[config.mk]
export PLATFORM = sky130hd
export DESIGN_NAME = i2c_bus_trigger_decoder
export DESIGN_NICKNAME = d
export VERILOG_FILES = /design/src/logic/i2c_mon_pkg.sv /design/src/logic/i2c_bus_trigger_decoder.sv
export SDC_FILE = /design/constraint.sdc
export NUM_CORES = 1
export LEC_CHECK = 0
export ABC_AREA = 0
export BUFFER_PORTS_ARGS = -buffer_cell sky130_fd_sc_hd__buf_2
export CAP_MARGIN = 20
export CORE_ASPECT_RATIO = 1.1
export CORE_MARGIN = 5
export CORE_UTILIZATION = 65
export DETAILED_ROUTE_END_ITERATION = 7
export GPL_ROUTABILITY_DRIVEN = 1
export HOLD_SLACK_MARGIN = 0.05
export PLACE_DENSITY = 0.85
export SYNTH_ARGS = -nofsm -noshare
export SYNTH_HDL_FRONTEND = slang
export SYNTH_SLANG_ARGS = --single-unit
[constraint.sdc]
create_clock -name pclk -period 11.03 [get_ports pclk]
set_input_delay 1.6545 -clock pclk [delete_from_list [all_inputs] [get_ports pclk]]
set_output_delay 1.6545 -clock pclk [all_outputs]
set_load 0.01 [all_outputs]
[src/logic/i2c_mon_pkg.sv]
// Constants, types and records of the I2C trigger and frame decoder
// Functional notes
// - SDA fall with SCL high starts frame
// - SDA rise with SCL high ends frame
// - Start before stop fires restart trigger
// - First seven bits address, eighth bit direction
// - Then data bytes, each with acknowledge bit
// - High ninth bit flags and triggers NACK
// - Direction trigger uses eighth bit, selected sense
// - Address reported with or without direction bit
// - Ten-bit addresses up to 1023 supported
// - Address trigger needs address and direction match
// - Optional data pattern up to three bytes
// - Byte offset 0 to 4095 after address
// - Pattern length one to three bytes
// - Per-bit one, zero or don't-care condition
// - Hex entry masks whole bytes only
// - Record holds direction, address, count, data
// - Record start time relative to trigger
// - Record state code with four values
// - Lines sampled at one eighth rate
package i2c_mon_pkg;

  // ----------------------------------------
  // Register map (byte addresses)
  // ----------------------------------------
  localparam logic [7:0] OFS_CTRL = 8'h00;
  localparam logic [7:0] OFS_TADDR = 8'h04;
  localparam logic [7:0] OFS_PVAL = 8'h08;
  localparam logic [7:0] OFS_PCARE = 8'h0C;
  localparam logic [7:0] OFS_PCFG = 8'h10;
  localparam logic [7:0] OFS_STAT = 8'h14;
  localparam logic [7:0] OFS_RINFO = 8'h18;
  localparam logic [7:0] OFS_RDATA = 8'h1C;
  localparam logic [7:0] OFS_RTIME = 8'h20;

  // ----------------------------------------
  // Field positions
  // ----------------------------------------
  localparam int C_EN = 0;
  localparam int C_SRST = 1;
  localparam int C_SHORT = 2;
  localparam int C_HEX = 3;
  localparam int C_PATEN = 4;
  localparam int C_DIR = 5;
  localparam int C_MODE = 8;
  localparam int P_OFF = 0;
  localparam int P_LEN = 16;
  localparam int S_TRIG = 0;
  localparam int S_NACK = 1;
  localparam int S_BUSY = 2;
  localparam int S_REC = 3;
  localparam int R_STATE = 0;
  localparam int R_DIR = 2;
  localparam int R_ADDR = 4;
  localparam int R_CNT = 16;

  // ----------------------------------------
  // Timing and protocol constants
  // ----------------------------------------
  localparam logic [2:0] DIV_LAST = 3'h7;
  localparam logic [4:0] TEN_TAG = 5'h1E;
  localparam logic [3:0] ACK_BIT = 4'h8;
  localparam logic [3:0] LAST_BIT = 4'h7;
  localparam logic [1:0] LEN_MIN = 2'h1;
  localparam logic [12:0] IDX_MAX = 13'h1FFF;

  typedef enum logic [2:0] {
    T_START = 3'h0, T_STOP = 3'h1, T_RESTART = 3'h2, T_NACK = 3'h3,
    T_DIR = 3'h4, T_ADDR = 3'h5, T_NONE = 3'h7
  } trig_mode_t;

  typedef enum logic [1:0] {
    FS_OK = 2'h0, FS_DATA = 2'h1, FS_ADDR_ERR = 2'h2, FS_CUT = 2'h3
  } frame_state_t;

  typedef enum logic [3:0] {
    PH_IDLE = 4'h1, PH_ADDR = 4'h2, PH_ADDR2 = 4'h4, PH_DATA = 4'h8
  } phase_t;

  typedef struct packed {
    logic psel;
    logic penable;
    logic pwrite;
    logic [7:0] paddr;
    logic [31:0] pwdata;
  } apb_req_t;

  typedef struct packed {
    logic [31:0] prdata;
    logic pready;
    logic pslverr;
  } apb_rsp_t;

  typedef struct packed {
    frame_state_t state;
    logic dir;
    logic [9:0] addr;
    logic [15:0] count;
    logic [31:0] data;
    logic [31:0] start_time;
  } frame_rec_t;

endpackage

[src/logic/i2c_bus_trigger_decoder.sv]
// Passive I2C frame decoder and trigger unit with APB registers
//
// Our own choices: the APB register port and the register addresses.
`timescale 1ns/1ps
`default_nettype none
module i2c_bus_trigger_decoder (
  input wire logic pclk,
  input wire logic presetn,
  input wire i2c_mon_pkg::apb_req_t apb_req,
  output i2c_mon_pkg::apb_rsp_t apb_rsp,
  input wire logic scl_in,
  input wire logic sda_in,
  output logic trig_out,
  output logic frame_done,
  output i2c_mon_pkg::frame_rec_t frame_rec
);

  // ----------------------------------------
  // State of the whole block
  // ----------------------------------------
  typedef struct packed {
    logic scl_s1;
    logic scl_s2;
    logic sda_s1;
    logic sda_s2;
    logic [2:0] div;
    logic fresh;
    logic scl_smp;
    logic sda_smp;
    logic scl_prev;
    logic sda_prev;
    logic en;
    logic srst;
    logic short_fmt;
    logic hex;
    logic pat_en;
    logic dir_sel;
    i2c_mon_pkg::trig_mode_t mode;
    logic [9:0] taddr;
    logic [23:0] pval;
    logic [23:0] pcare;
    logic [11:0] poff;
    logic [1:0] plen;
    logic trig_seen;
    logic nack_seen;
    logic rec_valid;
    i2c_mon_pkg::phase_t ph;
    logic [3:0] bitcnt;
    logic [7:0] sh;
    logic in_frame;
    logic addr_done;
    logic addr_ok;
    logic dir;
    logic pat_ok;
    logic [9:0] addr;
    logic [12:0] bidx;
    logic [15:0] cnt;
    logic [31:0] data;
    logic [31:0] fr_start;
    logic [31:0] tstamp;
    logic [31:0] trig_time;
    logic [31:0] rec_abs;
    i2c_mon_pkg::frame_rec_t rec;
    logic rec_stb;
    logic trig;
    logic [31:0] prdata;
    logic pslverr;
  } st_t;

  st_t s;
  st_t n;
  logic run;
  logic start_ev;
  logic stop_ev;
  logic rise_ev;

  // ----------------------------------------
  // Helpers
  // ----------------------------------------
  // Compare one byte against value under its care mask
  function automatic logic byte_hit(input logic [7:0] b, input logic [7:0] v,
                                    input logic [7:0] c, input logic hex);
    logic [7:0] m;
    m = hex ? {8{|c}} : c;
    return ((b ^ v) & m) == 8'h00;
  endfunction

  // State code of a frame closed by stop or restart
  function automatic i2c_mon_pkg::frame_state_t frame_code(input st_t st);
    if (st.addr_done) begin
      return i2c_mon_pkg::FS_OK;
    end else if (st.ph == i2c_mon_pkg::PH_ADDR && st.bitcnt <= 4'h1) begin
      // The SCL rise ahead of a stop or restart counts as one stray bit
      return i2c_mon_pkg::FS_DATA;
    end
    return i2c_mon_pkg::FS_ADDR_ERR;
  endfunction

  // Mapped register offsets
  function automatic logic mapped(input logic [7:0] a);
    return a inside {i2c_mon_pkg::OFS_CTRL, i2c_mon_pkg::OFS_TADDR,
                     i2c_mon_pkg::OFS_PVAL, i2c_mon_pkg::OFS_PCARE,
                     i2c_mon_pkg::OFS_PCFG, i2c_mon_pkg::OFS_STAT,
                     i2c_mon_pkg::OFS_RINFO, i2c_mon_pkg::OFS_RDATA,
                     i2c_mon_pkg::OFS_RTIME};
  endfunction

  // Read multiplexer, unmapped reads give zero
  function automatic logic [31:0] reg_read(input st_t st, input logic [7:0] a);
    logic [31:0] r;
    r = 32'h0000_0000;
    case (a)
      i2c_mon_pkg::OFS_CTRL: begin
        r[i2c_mon_pkg::C_EN] = st.en;
        r[i2c_mon_pkg::C_SRST] = st.srst;
        r[i2c_mon_pkg::C_SHORT] = st.short_fmt;
        r[i2c_mon_pkg::C_HEX] = st.hex;
        r[i2c_mon_pkg::C_PATEN] = st.pat_en;
        r[i2c_mon_pkg::C_DIR] = st.dir_sel;
        r[i2c_mon_pkg::C_MODE +: 3] = st.mode;
      end
      i2c_mon_pkg::OFS_TADDR: r[9:0] = st.taddr;
      i2c_mon_pkg::OFS_PVAL: r[23:0] = st.pval;
      i2c_mon_pkg::OFS_PCARE: r[23:0] = st.pcare;
      i2c_mon_pkg::OFS_PCFG: begin
        r[i2c_mon_pkg::P_OFF +: 12] = st.poff;
        r[i2c_mon_pkg::P_LEN +: 2] = st.plen;
      end
      i2c_mon_pkg::OFS_STAT: begin
        r[i2c_mon_pkg::S_TRIG] = st.trig_seen;
        r[i2c_mon_pkg::S_NACK] = st.nack_seen;
        r[i2c_mon_pkg::S_BUSY] = st.in_frame;
        r[i2c_mon_pkg::S_REC] = st.rec_valid;
      end
      i2c_mon_pkg::OFS_RINFO: begin
        r[i2c_mon_pkg::R_STATE +: 2] = st.rec.state;
        r[i2c_mon_pkg::R_DIR] = st.rec.dir;
        r[i2c_mon_pkg::R_ADDR +: 10] = st.rec.addr;
        r[i2c_mon_pkg::R_CNT +: 16] = st.rec.count;
      end
      i2c_mon_pkg::OFS_RDATA: r = st.rec.data;
      i2c_mon_pkg::OFS_RTIME: r = st.rec_abs - st.trig_time;
      default: r = 32'h0000_0000;
    endcase
    return r;
  endfunction

  // ----------------------------------------
  // Line events
  // ----------------------------------------
  // Events are valid only in the cycle after a fresh sample
  assign run = s.en & ~s.srst;
  assign start_ev = s.fresh & s.scl_smp & s.scl_prev & s.sda_prev & ~s.sda_smp;
  assign stop_ev = s.fresh & s.scl_smp & s.scl_prev & ~s.sda_prev & s.sda_smp;
  assign rise_ev = s.fresh & ~s.scl_prev & s.scl_smp;

  // ----------------------------------------
  // Next state
  // ----------------------------------------
  always_comb begin
    logic fire;
    logic close;
    i2c_mon_pkg::frame_state_t cst;
    logic [7:0] b;
    logic [9:0] a;
    logic [12:0] k;
    logic hit;
    fire = 1'b0;
    close = 1'b0;
    cst = i2c_mon_pkg::FS_OK;
    b = 8'h00;
    a = 10'h000;
    k = 13'h0000;
    hit = 1'b0;
    n = s;
    n.trig = 1'b0;
    n.rec_stb = 1'b0;
    n.tstamp = s.tstamp + 32'h0000_0001;

    n.scl_s1 = scl_in;
    n.scl_s2 = s.scl_s1;
    n.sda_s1 = sda_in;
    n.sda_s2 = s.sda_s1;

    n.div = s.div + 3'h1;
    n.fresh = (s.div == i2c_mon_pkg::DIV_LAST);
    if (s.div == i2c_mon_pkg::DIV_LAST) begin
      n.scl_prev = s.scl_smp;
      n.sda_prev = s.sda_smp;
      n.scl_smp = s.scl_s2;
      n.sda_smp = s.sda_s2;
    end

    // APB: read data latched in setup, writes at access
    if (apb_req.psel && !apb_req.penable) begin
      n.prdata = reg_read(s, apb_req.paddr);
      n.pslverr = ~mapped(apb_req.paddr);
    end
    if (apb_req.psel && apb_req.penable && apb_req.pwrite) begin
      case (apb_req.paddr)
        i2c_mon_pkg::OFS_CTRL: begin
          n.en = apb_req.pwdata[i2c_mon_pkg::C_EN];
          n.srst = apb_req.pwdata[i2c_mon_pkg::C_SRST];
          n.short_fmt = apb_req.pwdata[i2c_mon_pkg::C_SHORT];
          n.hex = apb_req.pwdata[i2c_mon_pkg::C_HEX];
          n.pat_en = apb_req.pwdata[i2c_mon_pkg::C_PATEN];
          n.dir_sel = apb_req.pwdata[i2c_mon_pkg::C_DIR];
          n.mode = i2c_mon_pkg::trig_mode_t'(apb_req.pwdata[i2c_mon_pkg::C_MODE +: 3]);
        end
        i2c_mon_pkg::OFS_TADDR: n.taddr = apb_req.pwdata[9:0];
        i2c_mon_pkg::OFS_PVAL: n.pval = apb_req.pwdata[23:0];
        i2c_mon_pkg::OFS_PCARE: n.pcare = apb_req.pwdata[23:0];
        i2c_mon_pkg::OFS_PCFG: begin
          n.poff = apb_req.pwdata[i2c_mon_pkg::P_OFF +: 12];
          n.plen = apb_req.pwdata[i2c_mon_pkg::P_LEN +: 2];
          if (n.plen == 2'h0) begin
            n.plen = i2c_mon_pkg::LEN_MIN;
          end
        end
        i2c_mon_pkg::OFS_STAT: begin
          // Write one to clear; later sets override
          n.trig_seen = s.trig_seen & ~apb_req.pwdata[i2c_mon_pkg::S_TRIG];
          n.nack_seen = s.nack_seen & ~apb_req.pwdata[i2c_mon_pkg::S_NACK];
          n.rec_valid = s.rec_valid & ~apb_req.pwdata[i2c_mon_pkg::S_REC];
        end
        default: n.en = s.en;
      endcase
    end

    // Decoder; soft reset outranks everything
    if (s.srst) begin
      n.ph = i2c_mon_pkg::PH_IDLE;
      n.in_frame = 1'b0;
      n.bitcnt = 4'h0;
      n.sh = 8'h00;
      n.addr_done = 1'b0;
      n.addr_ok = 1'b0;
      n.bidx = 13'h0000;
      n.cnt = 16'h0000;
    end else if (!s.en) begin
      if (s.in_frame) begin
        close = 1'b1;
        cst = i2c_mon_pkg::FS_CUT;
      end
      n.in_frame = 1'b0;
      n.ph = i2c_mon_pkg::PH_IDLE;
    end else if (start_ev) begin
      if (s.in_frame) begin
        close = 1'b1;
        cst = frame_code(s);
        fire = (s.mode == i2c_mon_pkg::T_RESTART);
      end
      if (s.mode == i2c_mon_pkg::T_START) begin
        fire = 1'b1;
      end
      n.in_frame = 1'b1;
      n.ph = i2c_mon_pkg::PH_ADDR;
      n.bitcnt = 4'h0;
      n.addr_done = 1'b0;
      n.addr_ok = 1'b0;
      n.addr = 10'h000;
      n.dir = 1'b0;
      n.bidx = 13'h0000;
      n.pat_ok = 1'b1;
      n.cnt = 16'h0000;
      n.data = 32'h0000_0000;
      n.fr_start = s.tstamp;
    end else if (stop_ev) begin
      fire = (s.mode == i2c_mon_pkg::T_STOP);
      if (s.in_frame) begin
        close = 1'b1;
        cst = frame_code(s);
      end
      n.in_frame = 1'b0;
      n.ph = i2c_mon_pkg::PH_IDLE;
    end else if (rise_ev && s.in_frame) begin
      if (s.bitcnt == i2c_mon_pkg::ACK_BIT) begin
        n.bitcnt = 4'h0;
        if (s.sda_smp) begin
          n.nack_seen = 1'b1;
          fire = (s.mode == i2c_mon_pkg::T_NACK);
        end
      end else begin
        b = {s.sh[6:0], s.sda_smp};
        n.sh = b;
        n.bitcnt = s.bitcnt + 4'h1;
        if (s.bitcnt == i2c_mon_pkg::LAST_BIT) begin
          case (s.ph)
            i2c_mon_pkg::PH_ADDR: begin
              n.dir = b[0];
              fire = (s.mode == i2c_mon_pkg::T_DIR) && (b[0] == s.dir_sel);
              if (b[7:3] == i2c_mon_pkg::TEN_TAG && !b[0]) begin
                n.addr = {b[2:1], 8'h00};
                n.ph = i2c_mon_pkg::PH_ADDR2;
              end else begin
                a = s.short_fmt ? {2'b00, b} : {3'b000, b[7:1]};
                n.addr = a;
                n.addr_done = 1'b1;
                n.addr_ok = (a == s.taddr) && (b[0] == s.dir_sel);
                if (s.mode == i2c_mon_pkg::T_ADDR && !s.pat_en && n.addr_ok) begin
                  fire = 1'b1;
                end
                n.ph = i2c_mon_pkg::PH_DATA;
              end
            end
            i2c_mon_pkg::PH_ADDR2: begin
              a = {s.addr[9:8], b};
              n.addr = a;
              n.addr_done = 1'b1;
              n.addr_ok = (a == s.taddr) && (s.dir == s.dir_sel);
              if (s.mode == i2c_mon_pkg::T_ADDR && !s.pat_en && n.addr_ok) begin
                fire = 1'b1;
              end
              n.ph = i2c_mon_pkg::PH_DATA;
            end
            i2c_mon_pkg::PH_DATA: begin
              // data bytes until stop or restart
              n.cnt = s.cnt + 16'h0001;
              n.data = {s.data[23:0], b};
              if (s.bidx != i2c_mon_pkg::IDX_MAX) begin
                n.bidx = s.bidx + 13'h0001;
              end
              k = s.bidx - {1'b0, s.poff};
              if (s.bidx >= {1'b0, s.poff} && k < {11'h000, s.plen}) begin
                hit = s.pat_ok & byte_hit(b, s.pval[{k[1:0], 3'b000} +: 8],
                                          s.pcare[{k[1:0], 3'b000} +: 8], s.hex);
                n.pat_ok = hit;
                if (k == {11'h000, s.plen} - 13'h0001 && hit && s.addr_ok &&
                    s.pat_en && s.mode == i2c_mon_pkg::T_ADDR) begin
                  fire = 1'b1;
                end
              end
            end
            default: n.ph = i2c_mon_pkg::PH_IDLE;
          endcase
        end
      end
    end

    if (close) begin
      n.rec_stb = 1'b1;
      n.rec_valid = 1'b1;
      n.rec.state = cst;
      n.rec.dir = s.dir;
      n.rec.addr = s.addr;
      n.rec.count = s.cnt;
      n.rec.data = s.data;
      n.rec.start_time = s.fr_start - s.trig_time;
      n.rec_abs = s.fr_start;
    end

    // Trigger instant is the time origin
    if (fire) begin
      n.trig = 1'b1;
      n.trig_seen = 1'b1;
      n.trig_time = s.tstamp;
    end
  end

  // ----------------------------------------
  // State register
  // ----------------------------------------
  // Lines reset high so no false start at release
  always_ff @(posedge pclk or negedge presetn) begin
    if (!presetn) begin
      s <= '0;
      s.scl_s1 <= 1'b1;
      s.scl_s2 <= 1'b1;
      s.sda_s1 <= 1'b1;
      s.sda_s2 <= 1'b1;
      s.scl_smp <= 1'b1;
      s.sda_smp <= 1'b1;
      s.scl_prev <= 1'b1;
      s.sda_prev <= 1'b1;
      s.ph <= i2c_mon_pkg::PH_IDLE;
      s.mode <= i2c_mon_pkg::T_START;
      s.plen <= i2c_mon_pkg::LEN_MIN;
      s.pat_ok <= 1'b1;
    end else begin
      s <= n;
    end
  end

  // Zero-wait slave; data and error from flops
  assign apb_rsp = '{prdata: s.prdata, pready: 1'b1, pslverr: s.pslverr};
  assign trig_out = s.trig;
  assign frame_done = s.rec_stb;
  assign frame_rec = s.rec;
endmodule
`default_nettype wire

Word-level counts from Yosys, hierarchy flattened
Cells that the tools add are included.
{"block": "totals", "reg_bits": 443, "output_inout_bits": 129, "elab_cells": 293}
{"block": "classes", "add_sub_neg": 9, "n_lt_le_gt_ge": 3, "eq_ne": 40, "shifts": 2, "mux": 103, "n_bitwise": 22, "reduce_logical": 62}
{"cell": "$mux 75", "count": 4}
{"cell": "$mux 107", "count": 1}
{"cell": "$mux 76", "count": 1}
{"cell": "$sub 32x32->32", "count": 2}
{"cell": "$mux 61", "count": 1}
{"cell": "$shiftx 24x6->8", "count": 2}
{"cell": "$mux 1", "count": 46}
{"cell": "$mux 8", "count": 5}
{"cell": "$reduce_and 7->1", "count": 5}
{"cell": "$add 32x1->32 const B", "count": 1}
{"cell": "$eq 8x5->1 const B", "count": 4}
{"cell": "$mux 32", "count": 1}
{"cell": "$pmux 2 s8", "count": 2}
{"cell": "$pmux 6 s5", "count": 1}
{"cell": "$mux 29", "count": 1}
{"cell": "$pmux 3 s9", "count": 1}
{"cell": "$mux 2", "count": 13}
{"cell": "$mux 12", "count": 2}
{"cell": "$mux 4", "count": 6}
{"cell": "$pmux 8 s3", "count": 1}
{"cell": "$reduce_bool 2->1", "count": 11}
{"cell": "$pmux 10 s2", "count": 1}
{"cell": "$mux 19", "count": 1}
{"cell": "$logic_and 1x1->1", "count": 17}
{"cell": "62 further kinds", "count": 111}

Longest topological paths before layout
Gate-level depths: netlist (run 1).
{"block": "depth", "depth_word": 23, "depth_mapped": 15}

Least setup slack after synthesis (run 1)
OpenSTA, ideal clock, no wires.
{"block": "synth_path", "kind": "register to register", "start": "reg s[304] (netlist name)", "end": "reg s[163] (netlist name)", "setup_time_ns": 0.125, "arrival_ns": 3.756, "required_time_ns": 10.905, "setup_slack_ns": 7.149, "path_stages_with_launch": 14, "n_path_buf": 2, "period_less_slack_ns": 3.881, "path_cell_list": "dfrtp_1 -> inv_1 -> ha_1 -> inv_1 -> fa_1 -> buf_2 -> o21ai_1 -> xor2_1 -> or4b_1 -> o41ai_1 -> a31oi_1 -> o41ai_4 -> buf_6 -> mux2_4"}
{"block": "synth_between", "elab_chain_len": 21, "elab_cells_between_ends": 27}
{"item": "from (decl)", "line": "i2c_bus_trigger_decoder.sv:70", "text": "st_t s;"}
{"item": "from (signal assigned)", "line": "i2c_bus_trigger_decoder.sv:380", "text": "s <= n;"}
{"item": "$sub 13x12->13", "line": "i2c_bus_trigger_decoder.sv:323", "text": "k = s.bidx - {1'b0, s.poff};"}
{"item": "$shiftx 24x6->8", "line": "i2c_bus_trigger_decoder.sv:326", "text": "s.pcare[{k[1:0], 3'b000} +: 8], s.hex);"}
{"item": "$reduce_or 8->1", "line": "i2c_bus_trigger_decoder.sv:84", "text": "m = hex ? {8{|c}} : c;"}
{"item": "$mux 8", "line": "i2c_bus_trigger_decoder.sv:84"}
{"item": "$and 8x8->8", "line": "i2c_bus_trigger_decoder.sv:85", "text": "return ((b ^ v) & m) == 8'h00;"}
{"item": "$logic_not 8->1", "line": "i2c_bus_trigger_decoder.sv:85"}
{"item": "$and 1x1->1", "line": "i2c_bus_trigger_decoder.sv:325", "text": "hit = s.pat_ok & byte_hit(b, s.pval[{k[1:0], 3'b000} +: 8],"}
{"item": "$logic_and 1x1->1 (3 in a row)", "line": "i2c_bus_trigger_decoder.sv:328", "text": "if (k == {11'h000, s.plen} - 13'h0001 && hit && s.addr_ok &&"}
{"item": "[... 3 more ...]"}
{"item": "$pmux 1 s3 (*)", "line": "i2c_bus_trigger_decoder.sv:288", "text": "case (s.ph)"}
{"item": "$mux 1 (*)", "line": "i2c_bus_trigger_decoder.sv:287", "text": "if (s.bitcnt == i2c_mon_pkg::LAST_BIT) begin"}
{"item": "$mux 1 (*)", "line": "i2c_bus_trigger_decoder.sv:277", "text": "if (s.bitcnt == i2c_mon_pkg::ACK_BIT) begin"}
{"item": "$mux 1 (*)", "line": "i2c_bus_trigger_decoder.sv:276", "text": "end else if (rise_ev && s.in_frame) begin"}
{"item": "$mux 1 (*)", "line": "i2c_bus_trigger_decoder.sv:268", "text": "end else if (stop_ev) begin"}
{"item": "$mux 1 (*)", "line": "i2c_bus_trigger_decoder.sv:247", "text": "end else if (start_ev) begin"}
{"item": "$mux 1 (*)", "line": "i2c_bus_trigger_decoder.sv:240", "text": "end else if (!s.en) begin"}
{"item": "$mux 1 (*)", "line": "i2c_bus_trigger_decoder.sv:231", "text": "if (s.srst) begin"}
Mark *: on every way between the ends. The rest lies on a longest branch, timed or not.
A chain may end at the register's enable or synchronous reset.

Final worst setup path (run 1)
{"block": "layout_path", "start": "reg s[304] (netlist name)", "end": "reg s[185] (netlist name)"}
The elaborated chain is that of the path after synthesis.

==> metrics.md, run 1 <==
| Metric | Value |
|---|---|
| # H-tree levels | 2 |
| Clk Latency, worst-skew pair | 0.58 ns |
| Net count, final | 2671 |
| Clock Path Buffers | 3 |
| RSZ-0062 raised after global routing | no |
| GP Congestion | 0.962 |
| Crit path max fanout | 34 |
| Worst r2r dst | s[185]$_DFFE_PN0P_ |
| Final ANT Viol Nets | 0 |
| Via count | 19500 |
| Non-Filler Instances | 3064 |
| Final Skew | 0.0248 ns |
| CTS resizes | 0 |
| Total GRT Usage | 0.324 |
| WL per Instance | 22.4 um |
| Initial Util | 0.657 |
| Gr ovfl total | 0 |
| WP data arrival | 5.20 ns |
| Via-to-Cell Ratio | 6.35 |
| CP endpoint | s[185]$_DFFE_PN0P_ |
| Crit-path slowest cell | buf_4 |
| Routed WL | 68.7 mm |
| Seq/Total Area, Yosys | 0.455 |
| TritonCTS Sinks | 443 |
| CTS tree | built |
| Die width | 195 um |
| Max-Cap Viols | 0 |
| Rel. slew slack | 0.210 |
| Critical Path End Type | flop |
| Synth top area cells | dfrtp_1, nand2_1, mux2_2 |
| Status | complete, no violations |
| Fin crit share | 0.431 |
| Post CTS Setup Buffer Count | 0 |
| Vias in the first global route | 19200 |
| Synth-to-layout area growth | 7.39% |
| Number of flops mapped to enable cells by yosys | 0 |
| Min-Delay Path Class | flop to flop |
| Post-synth top area cell | dfrtp_1 |
| Mapped Avg Cell Area | 9.63 um^2 |
| Net Count, Synth | 2670 |
| Die Span Y | 213 um |
| Port-buffer cells | 166 |
| Post-synth top flop | dfrtp_1 |
| Reg2Reg Depth | 14 |
| DRC | 0 |
| Die area | 0.0415 mm^2 |
| Fill cell count | 2706 |
| RR Startpoint | s[304]$_DFFE_PN0P_ |
| Post-synthesis register bit count | 443 |
| R2r setup slk | 6.28 ns |
| Core Region | 0.0371 mm^2 |
| Endpoints failing setup | 0 |
| Maximum VDD drop | 0.0000987 V |
| Post-CTS Hold Fix Bufs | 0 |
| First DRT Iteration DRCs | 1792 |
| Slew at the pin closest to its max-slew limit | 1.18 ns |
| Inserted Diodes | 0 |
| Antenna violations before repair | 0 |
| Clk slew on worst S/H paths | 0.06 ns |
| First-pass GRT wire length | 107 mm |
| WP data required | 11.48 ns |
| Minimum clock period | 4.75 ns |
| Top cell type's share of synthesized area | 0.443 |
| Post-Place Cells | 2980 |
| Post-synth cell types | 82 |
| TritonRoute pass-1 iters | 7 |
| Setup TNS | 0 ns |
| Synth Cell Area | 0.0244 mm^2 |
| Worst Setup SP | s[304]$_DFFE_PN0P_ |
| Share of layout cells above drive strength 1 | 0.169 |
| Hold_ws | 0.358 ns |
| Critical path type | flop to flop |
| Total CTS buffers | 45 |
| Root Driver | clkbuf_16 |
| Io pins | 176 |
| Design area | 0.0262 mm^2 |
| DP Area | 0.0246 mm^2 |
| Synth Warn # | 0 |
| Crit-path cells | inv_1 > ha_1 > inv_1 > fa_1 > buf_4 > nand3_1 > o21ai_1 > xor2_1 > or4b_1 > o41ai_1 > a31oi_1 > o41ai_4 > buf_4 > mux2_1 |
| Async SR Flop Fraction | 1.00 |
| Slowest stage delay, CP | 0.55 ns |
| Final Slew Violations | 0 |
| LEAKAGE | 0.0132 uW |
| Syn Inst Count | 2535 |
| Crit path launch type | flop |
| Pwr per Cell Area | 129 mW/mm^2 |
| Cell Rows | 74 |
| Detailed placement HPWL | 48.8 mm |
| Largest net degree at the start of global routing | 188 |
| F_max | 0.211 GHz |
| Final Hold Violating Endpoints | 0 |
==> sequential cells by signal, indices dropped and copies added, names as in the netlist <==
name,cells
apb_rsp,33
frame_done,1
frame_rec,93
n,2
s,313
trig_out,1
==> cell families after synthesis <==
logic type / share of synthesized area
compound gates: 0.126
xor+xnor: 0.0445
fa+ha+maj: 0.0460
buf+inv: 0.0686
flops: 0.455
mux: 0.0983
other cells: 0.000154
simple gates: 0.161
==> critical path: cells and delay by family, from the launching register on <==
kind            cells  cell delay (ns)
flops               1             0.40
xor+xnor            1             0.11
fa+ha+maj           2             0.66
buf+inv             4             1.05
mux                 1             0.41
simple gates        2             0.66
compound gates      4             1.27
==> metrics by stage <==
| stage | setup WS (ns) | power (uW) | utilization |
|---|---|---|---|
| 4_1_cts | 6.30 | 3380 | 0.704 |
| 6_report | 6.28 | 3380 | 0.706 |
| 3_3_place_gp | 5.90 | 1820 | 0.664 |
| 5_1_grt | 6.11 | 3460 | 0.706 |
| 2_1_floorplan | 7.15 | 1760 | - |
| 3_5_place_dp | 5.83 | 1830 | 0.664 |
==> worst min path at each step <==
stage,endpoint,cells after the start,startpoint
2_1_floorplan,s[440]$_DFF_PN1_,0,n[440]$_DFF_PN1_
3_5_place_dp,s[442]$_DFF_PN1_,0,n[442]$_DFF_PN1_
4_1_cts,s[442]$_DFF_PN1_,0,n[442]$_DFF_PN1_
5_1_grt,s[442]$_DFF_PN1_,0,n[442]$_DFF_PN1_
6_report,s[440]$_DFF_PN1_,0,n[440]$_DFF_PN1_
3_3_place_gp,s[442]$_DFF_PN1_,0,n[442]$_DFF_PN1_
==> layout by cell type, fill, tap and decap left out, types with 8 or more instances in the layout <==
cell type	synthesis	layout
a21o_1	23	23
xor2_1	64	64
or3_1	8	8
buf_4	127	16
o31ai_1	19	19
nor3_1	32	31
o21ai_0	170	170
mux2_2	124	124
nand3b_1	8	8
o21a_1	14	14
buf_2	2	165
a22o_1	9	9
clkinv_2	0	8
mux2_1	9	9
a211oi_1	8	8
nand2_1	501	498
clkbuf_16	0	45
dfrtp_1	432	432
nand4_1	23	23
nor4_1	12	12
dfstp_2	11	11
nand2b_1	18	18
nand3_1	70	70
clkbuf_8	0	8
a31oi_1	21	21
and3_1	34	34
nor2_1	104	103
a21oi_1	98	98
inv_1	75	75
mux2_4	20	20
and2_1	9	9
a22oi_1	9	9
mux2i_1	60	60
nor2b_1	24	23
ha_1	85	85
a221oi_1	24	24
xnor2_1	60	60
clkbuf_1	91	10
==> synthesized netlist by cell type (12+ instances only) <==
library cell	n
a31oi_1	21
buf_4	127
nand2b_1	18
and3_1	34
a21oi_1	98
mux2_4	20
nand3_1	70
mux2_2	124
nand4_1	23
ha_1	85
inv_1	75
nor4_1	12
a221oi_1	24
a21o_1	23
xor2_1	64
nor2_1	104
clkbuf_1	91
nor3_1	32
xnor2_1	60
o21ai_0	170
mux2i_1	60
o21a_1	14
nand2_1	501
o31ai_1	19
nor2b_1	24
dfrtp_1	432
==> routing by layer <==
| metal | track usage | wire, um | vias to the layer above |
|---|---|---|---|
| met2 | 0.527 | 32300 | 952 |
| met4 | 0.141 | 3000 | 0 |
| met1 | 0.437 | 27500 | 9620 |
| li1 | - | - | 8723 |
| met5 | 0 | 0 | - |
| met3 | 0.0507 | 5850 | 173 |
==> final cells by class <==
| class | count | area, um^2 | share of cell area |
|---|---|---|---|
| multi-input cells | 1784 | 11700 | 0.445 |
| inverters | 76 | 285 | 0.0109 |
| clock inverters | 18 | 233 | 0.00888 |
| repair buffers | 186 | 1040 | 0.0398 |
| flip-flops and latches | 443 | 11100 | 0.424 |
| well taps | 494 | 618 | 0.0236 |
| clock buffers | 63 | 1270 | 0.0486 |
==> report_power, final <==
part	leakage, uW	switching (uW)	total [uW]	internal [uW]
logic	0.00633	93.3	138	44.9
registers	0.00609	18.6	1660	1640
clock network	0.000744	653	1580	924
Power figures use the tool's default switching activity.
==> run 2, diff against run 1 <==
--- a/config.mk
+++ b/config.mk
@@ -5,16 +5,16 @@
 export SDC_FILE = /design/constraint.sdc
 export NUM_CORES = 1
 export LEC_CHECK = 0
-export ABC_AREA = 0
+export ABC_AREA = 1
 export BUFFER_PORTS_ARGS = -buffer_cell sky130_fd_sc_hd__buf_2
 export CAP_MARGIN = 20
 export CORE_ASPECT_RATIO = 1.1
 export CORE_MARGIN = 5
-export CORE_UTILIZATION = 65
+export CORE_UTILIZATION = 61
 export DETAILED_ROUTE_END_ITERATION = 7
 export GPL_ROUTABILITY_DRIVEN = 1
 export HOLD_SLACK_MARGIN = 0.05
-export PLACE_DENSITY = 0.85
+export PLACE_DENSITY = 0.8
 export SYNTH_ARGS = -nofsm -noshare
 export SYNTH_HDL_FRONTEND = slang
 export SYNTH_SLANG_ARGS = --single-unit
==> constraint.sdc (replaced) <==
create_clock -name pclk -period 4.9 [get_ports pclk]
set_input_delay 0.735 -clock pclk [delete_from_list [all_inputs] [get_ports pclk]]
set_output_delay 0.735 -clock pclk [all_outputs]
set_load 0.01 [all_outputs]
==> metrics.md, run 2 <==
| Metric | Value |
|---|---|
| Vias in the first global route | 21200 (was 19200) |
| Critical Path End Type | flop (unchanged) |
| Max-Cap Viols | 0 (unchanged) |
| Post-CTS Hold Fix Bufs | 0 (unchanged) |
| Final Hold Violating Endpoints | 0 (unchanged) |
| Crit path launch type | flop (unchanged) |
| Count leader, synth | nand2_1 (unchanged) |
| Post-synth cell types | 66 (was 82) |
| Final Slew Violations | 0 (unchanged) |
| Synth Warn # | 0 (unchanged) |
| RSZ-0062 raised after global routing | no (unchanged) |
| # H-tree levels | 2 (unchanged) |
| Synth top area cells | dfrtp_1, nand2_1, o21ai_0 (was dfrtp_1, nand2_1, mux2_2) |
| Max FFs per register | 313 (unchanged) |
| Maximum VDD drop | 0.000275 V (was 0.0000987 V) |
| Root Driver | clkbuf_16 (unchanged) |
| Commonest non-fill, non-tap cells in the layout | nand2_1, dfrtp_1, inv_1, o21ai_0, nand3_1 (was nand2_1, dfrtp_1, o21ai_0, buf_2, mux2_2) |
| Gr ovfl total | 0 (unchanged) |
| TritonCTS Sinks | 443 (unchanged) |
| Number of flops mapped to enable cells by yosys | 0 (unchanged) |
| Status | complete, no violations (unchanged) |
| Antenna violations before repair | 1 (was 0) |
| Die Span Y | 222 um (was 213 um) |
| Net count, final | 3332 (was 2671) |
| Clk Latency, worst-skew pair | 0.61 ns (was 0.58 ns) |
| Minimum clock period | 4.05 ns (was 4.75 ns) |
| Io pins | 176 (unchanged) |
| GP Congestion | 0.986 (was 0.962) |
| Hold_ws | 0.0855 ns (was 0.358 ns) |
| CTS tree | built (unchanged) |
| Final Skew | 0.0200 ns (was 0.0248 ns) |
| Share of layout cells above drive strength 1 | 0.102 (was 0.169) |
| DRC | 0 (unchanged) |
| Post-synth top area cell | dfrtp_1 (unchanged) |
| Clk slew on worst S/H paths | 0.06 ns (about the same) |
| Busiest grt layer | met2 (unchanged) |
| Top cell type's share of synthesized area | 0.434 (was 0.443) |
| First DRT Iteration DRCs | 2402 (was 1792) |
| Routed WL | 77.6 mm (was 68.7 mm) |
| Biggest register | s (unchanged) |
| Setup TNS | 0 ns (unchanged) |
| LEAKAGE | 0.0140 uW (was 0.0132 uW) |
| Core Region | 0.0403 mm^2 (was 0.0371 mm^2) |
| WL per Instance | 20.7 um (was 22.4 um) |
| First-pass GRT wire length | 120 mm (was 107 mm) |
| Synth-to-layout area growth | 7.85% (was 7.39%) |
| Post CTS Setup Buffer Count | 0 (unchanged) |
| F_max | 0.247 GHz (was 0.211 GHz) |
| GR Util met1 | 0.453 (was 0.437) |
| Most common cell after layout, fill and taps aside | nand2_1 (unchanged) |
| Fin crit share | 0.826 (was 0.431) |
| Rel. slew slack | 0.284 (was 0.210) |
| Seq/Total Area, Yosys | 0.446 (was 0.455) |
| Pwr per Cell Area | 286 mW/mm^2 (was 129 mW/mm^2) |
| Initial Util | 0.618 (was 0.657) |
| Cell Rows | 77 (was 74) |
| M2 GR Usage | 0.559 (was 0.527) |
| Clock Path Buffers | 3 (unchanged) |
| Largest net degree at the start of global routing | 123 (was 188) |
| Endpoints failing setup | 0 (unchanged) |
| Port-buffer cells | 166 (unchanged) |
| Synth Cell Area | 0.0249 mm^2 (was 0.0244 mm^2) |
| Die area | 0.0450 mm^2 (was 0.0415 mm^2) |
| CTS resizes | 0 (unchanged) |
| Most frequent cells after synthesis | nand2_1, dfrtp_1, inv_1, o21ai_0, nand3_1 (was nand2_1, dfrtp_1, o21ai_0, buf_4, mux2_2) |
| Critical path type | flop to flop (unchanged) |
| Inserted Diodes | 0 (unchanged) |
| Die width | 203 um (was 195 um) |
| Final ANT Viol Nets | 0 (unchanged) |
| Total GRT Usage | 0.339 (was 0.324) |
| WP data arrival | 4.58 ns (was 5.20 ns) |
| Via count | 22200 (was 19500) |
| Min-Delay Path Class | input pin to asynchronous set/reset pin (was flop to flop) |
| Total CTS buffers | 47 (was 45) |
| Met3 Use GR | 0.0385 (was 0.0507) |
| WP data required | 5.44 ns (was 11.48 ns) |
| Crit path max fanout | 32 (was 34) |
| Detailed placement HPWL | 57.5 mm (was 48.8 mm) |
| Syn Inst Count | 3186 (was 2535) |
| TritonRoute pass-1 iters | 6 (was 7) |
| Mapped Avg Cell Area | 7.82 um^2 (was 9.63 um^2) |
| Post-synth top flop | dfrtp_1 (unchanged) |
| Post-synthesis register bit count | 443 (unchanged) |
| Fill cell count | 3374 (was 2706) |
| Net Count, Synth | 3321 (was 2670) |
| Via-to-Cell Ratio | 5.92 (was 6.35) |
| Slew at the pin closest to its max-slew limit | 1.07 ns (was 1.18 ns) |
| Async SR Flop Fraction | 1.00 (unchanged) |
## run 2: cell types whose count changed after synthesis, sizes merged, moves of 34 or more
cell / change
nor2: +51
nand3: +124
nand2: +338
mux2: -153
and3: -34
xnor2: -34
mux2i: -60
a21oi: +39
inv: +322
o21ai: +164
## run 2: final timing paths
path / start / endpoint / slack (ns) / cells past startpoint
setup / recovery: s[304]$_DFFE_PN0P_ / s[181]$_DFFE_PN0P_ / 0.85 / 25
min in group pclk: scl_in / n[442]$_DFF_PN1_ / 0.24 / 1
hold / removal: presetn / s[356]$_DFFE_PN0P_ / 0.09 / 1
hold reg to reg: n[440]$_DFF_PN1_ / s[440]$_DFF_PN1_ / 0.36 / 0
max in group asynchronous: presetn / s[151]$_DFFE_PN0P_ / 3.75 / 2
setup reg to reg: s[304]$_DFFE_PN0P_ / s[181]$_DFFE_PN0P_ / 0.85 / 25
## run 2: through the flow
stage | std cells | setup slack, ns | utilization | power (uW) | instance area, um^2
after floorplan | 3186 | 1.83 | - | 3880 | 24900
after global placement | 3660 | 0.970 | 0.627 | 4030 | 25200
after detailed placement | 3660 | 0.932 | 0.627 | 4030 | 25200
after CTS | 3746 | 0.904 | 0.667 | 7720 | 26800
after global routing | 3747 | 0.521 | 0.667 | 7910 | 26900
final | 3747 | 0.853 | 0.667 | 7690 | 26900
## run 2: report_power, final
part	switching, uW	internal, uW
Sequential	22.1	3680
Combinational	201	65.5
Clock	1570	2160
Total	1790	5900
## run 2: worst max-delay path, stage by stage, from the launching register on
cell	delay (ns)
dfrtp_1	0.38
inv_1	0.13
ha_1	0.17
inv_1	0.09
fa_1	0.73
inv_1	0.34
nand3_1	0.21
o211ai_1	0.10
nand3_1	0.16
nand2_1	0.07
nor2_1	0.10
nand2_1	0.07
nand2_1	0.11
nand2_1	0.09
nor2_1	0.10
nand2_1	0.06
nand2_1	0.05
nand2_1	0.05
nand2_1	0.07
nand2_1	0.05
nand2_1	0.06
nand2_1	0.06
nand2_2	0.10
buf_4	0.37
nand3_1	0.13
nand2_1	0.10
## run 2: final cells by class
class / instances / area [um^2] / area share
clock inverters: 21 / 283 / 0.0105
flip-flops and latches: 443 / 11100 / 0.413
multi-input cells: 2108 / 10900 / 0.406
well taps: 513 / 642 / 0.0239
inverters: 402 / 1510 / 0.0562
repair buffers: 195 / 1110 / 0.0413
clock buffers: 65 / 1310 / 0.0489
## run 2: metal layers
layer,up-vias,share of wire
met5,-,0.00012
met3,219,0.072
met4,2,0.052
met1,10600,0.40
met2,1105,0.47
li1,10300,-
## run 2: cell families (layout without fill, tap and decap cells)
family / count (synthesis) / count (layout) / share of synthesized area
compound gates: 630 / 630 / 0.143
xor+xnor: 71 / 71 / 0.0253
fa+ha+maj: 88 / 88 / 0.0451
buf+inv: 635 / 683 / 0.117
flops: 443 / 443 / 0.446
other cells: 1 / 1 / 0.000151
simple gates: 1318 / 1318 / 0.223
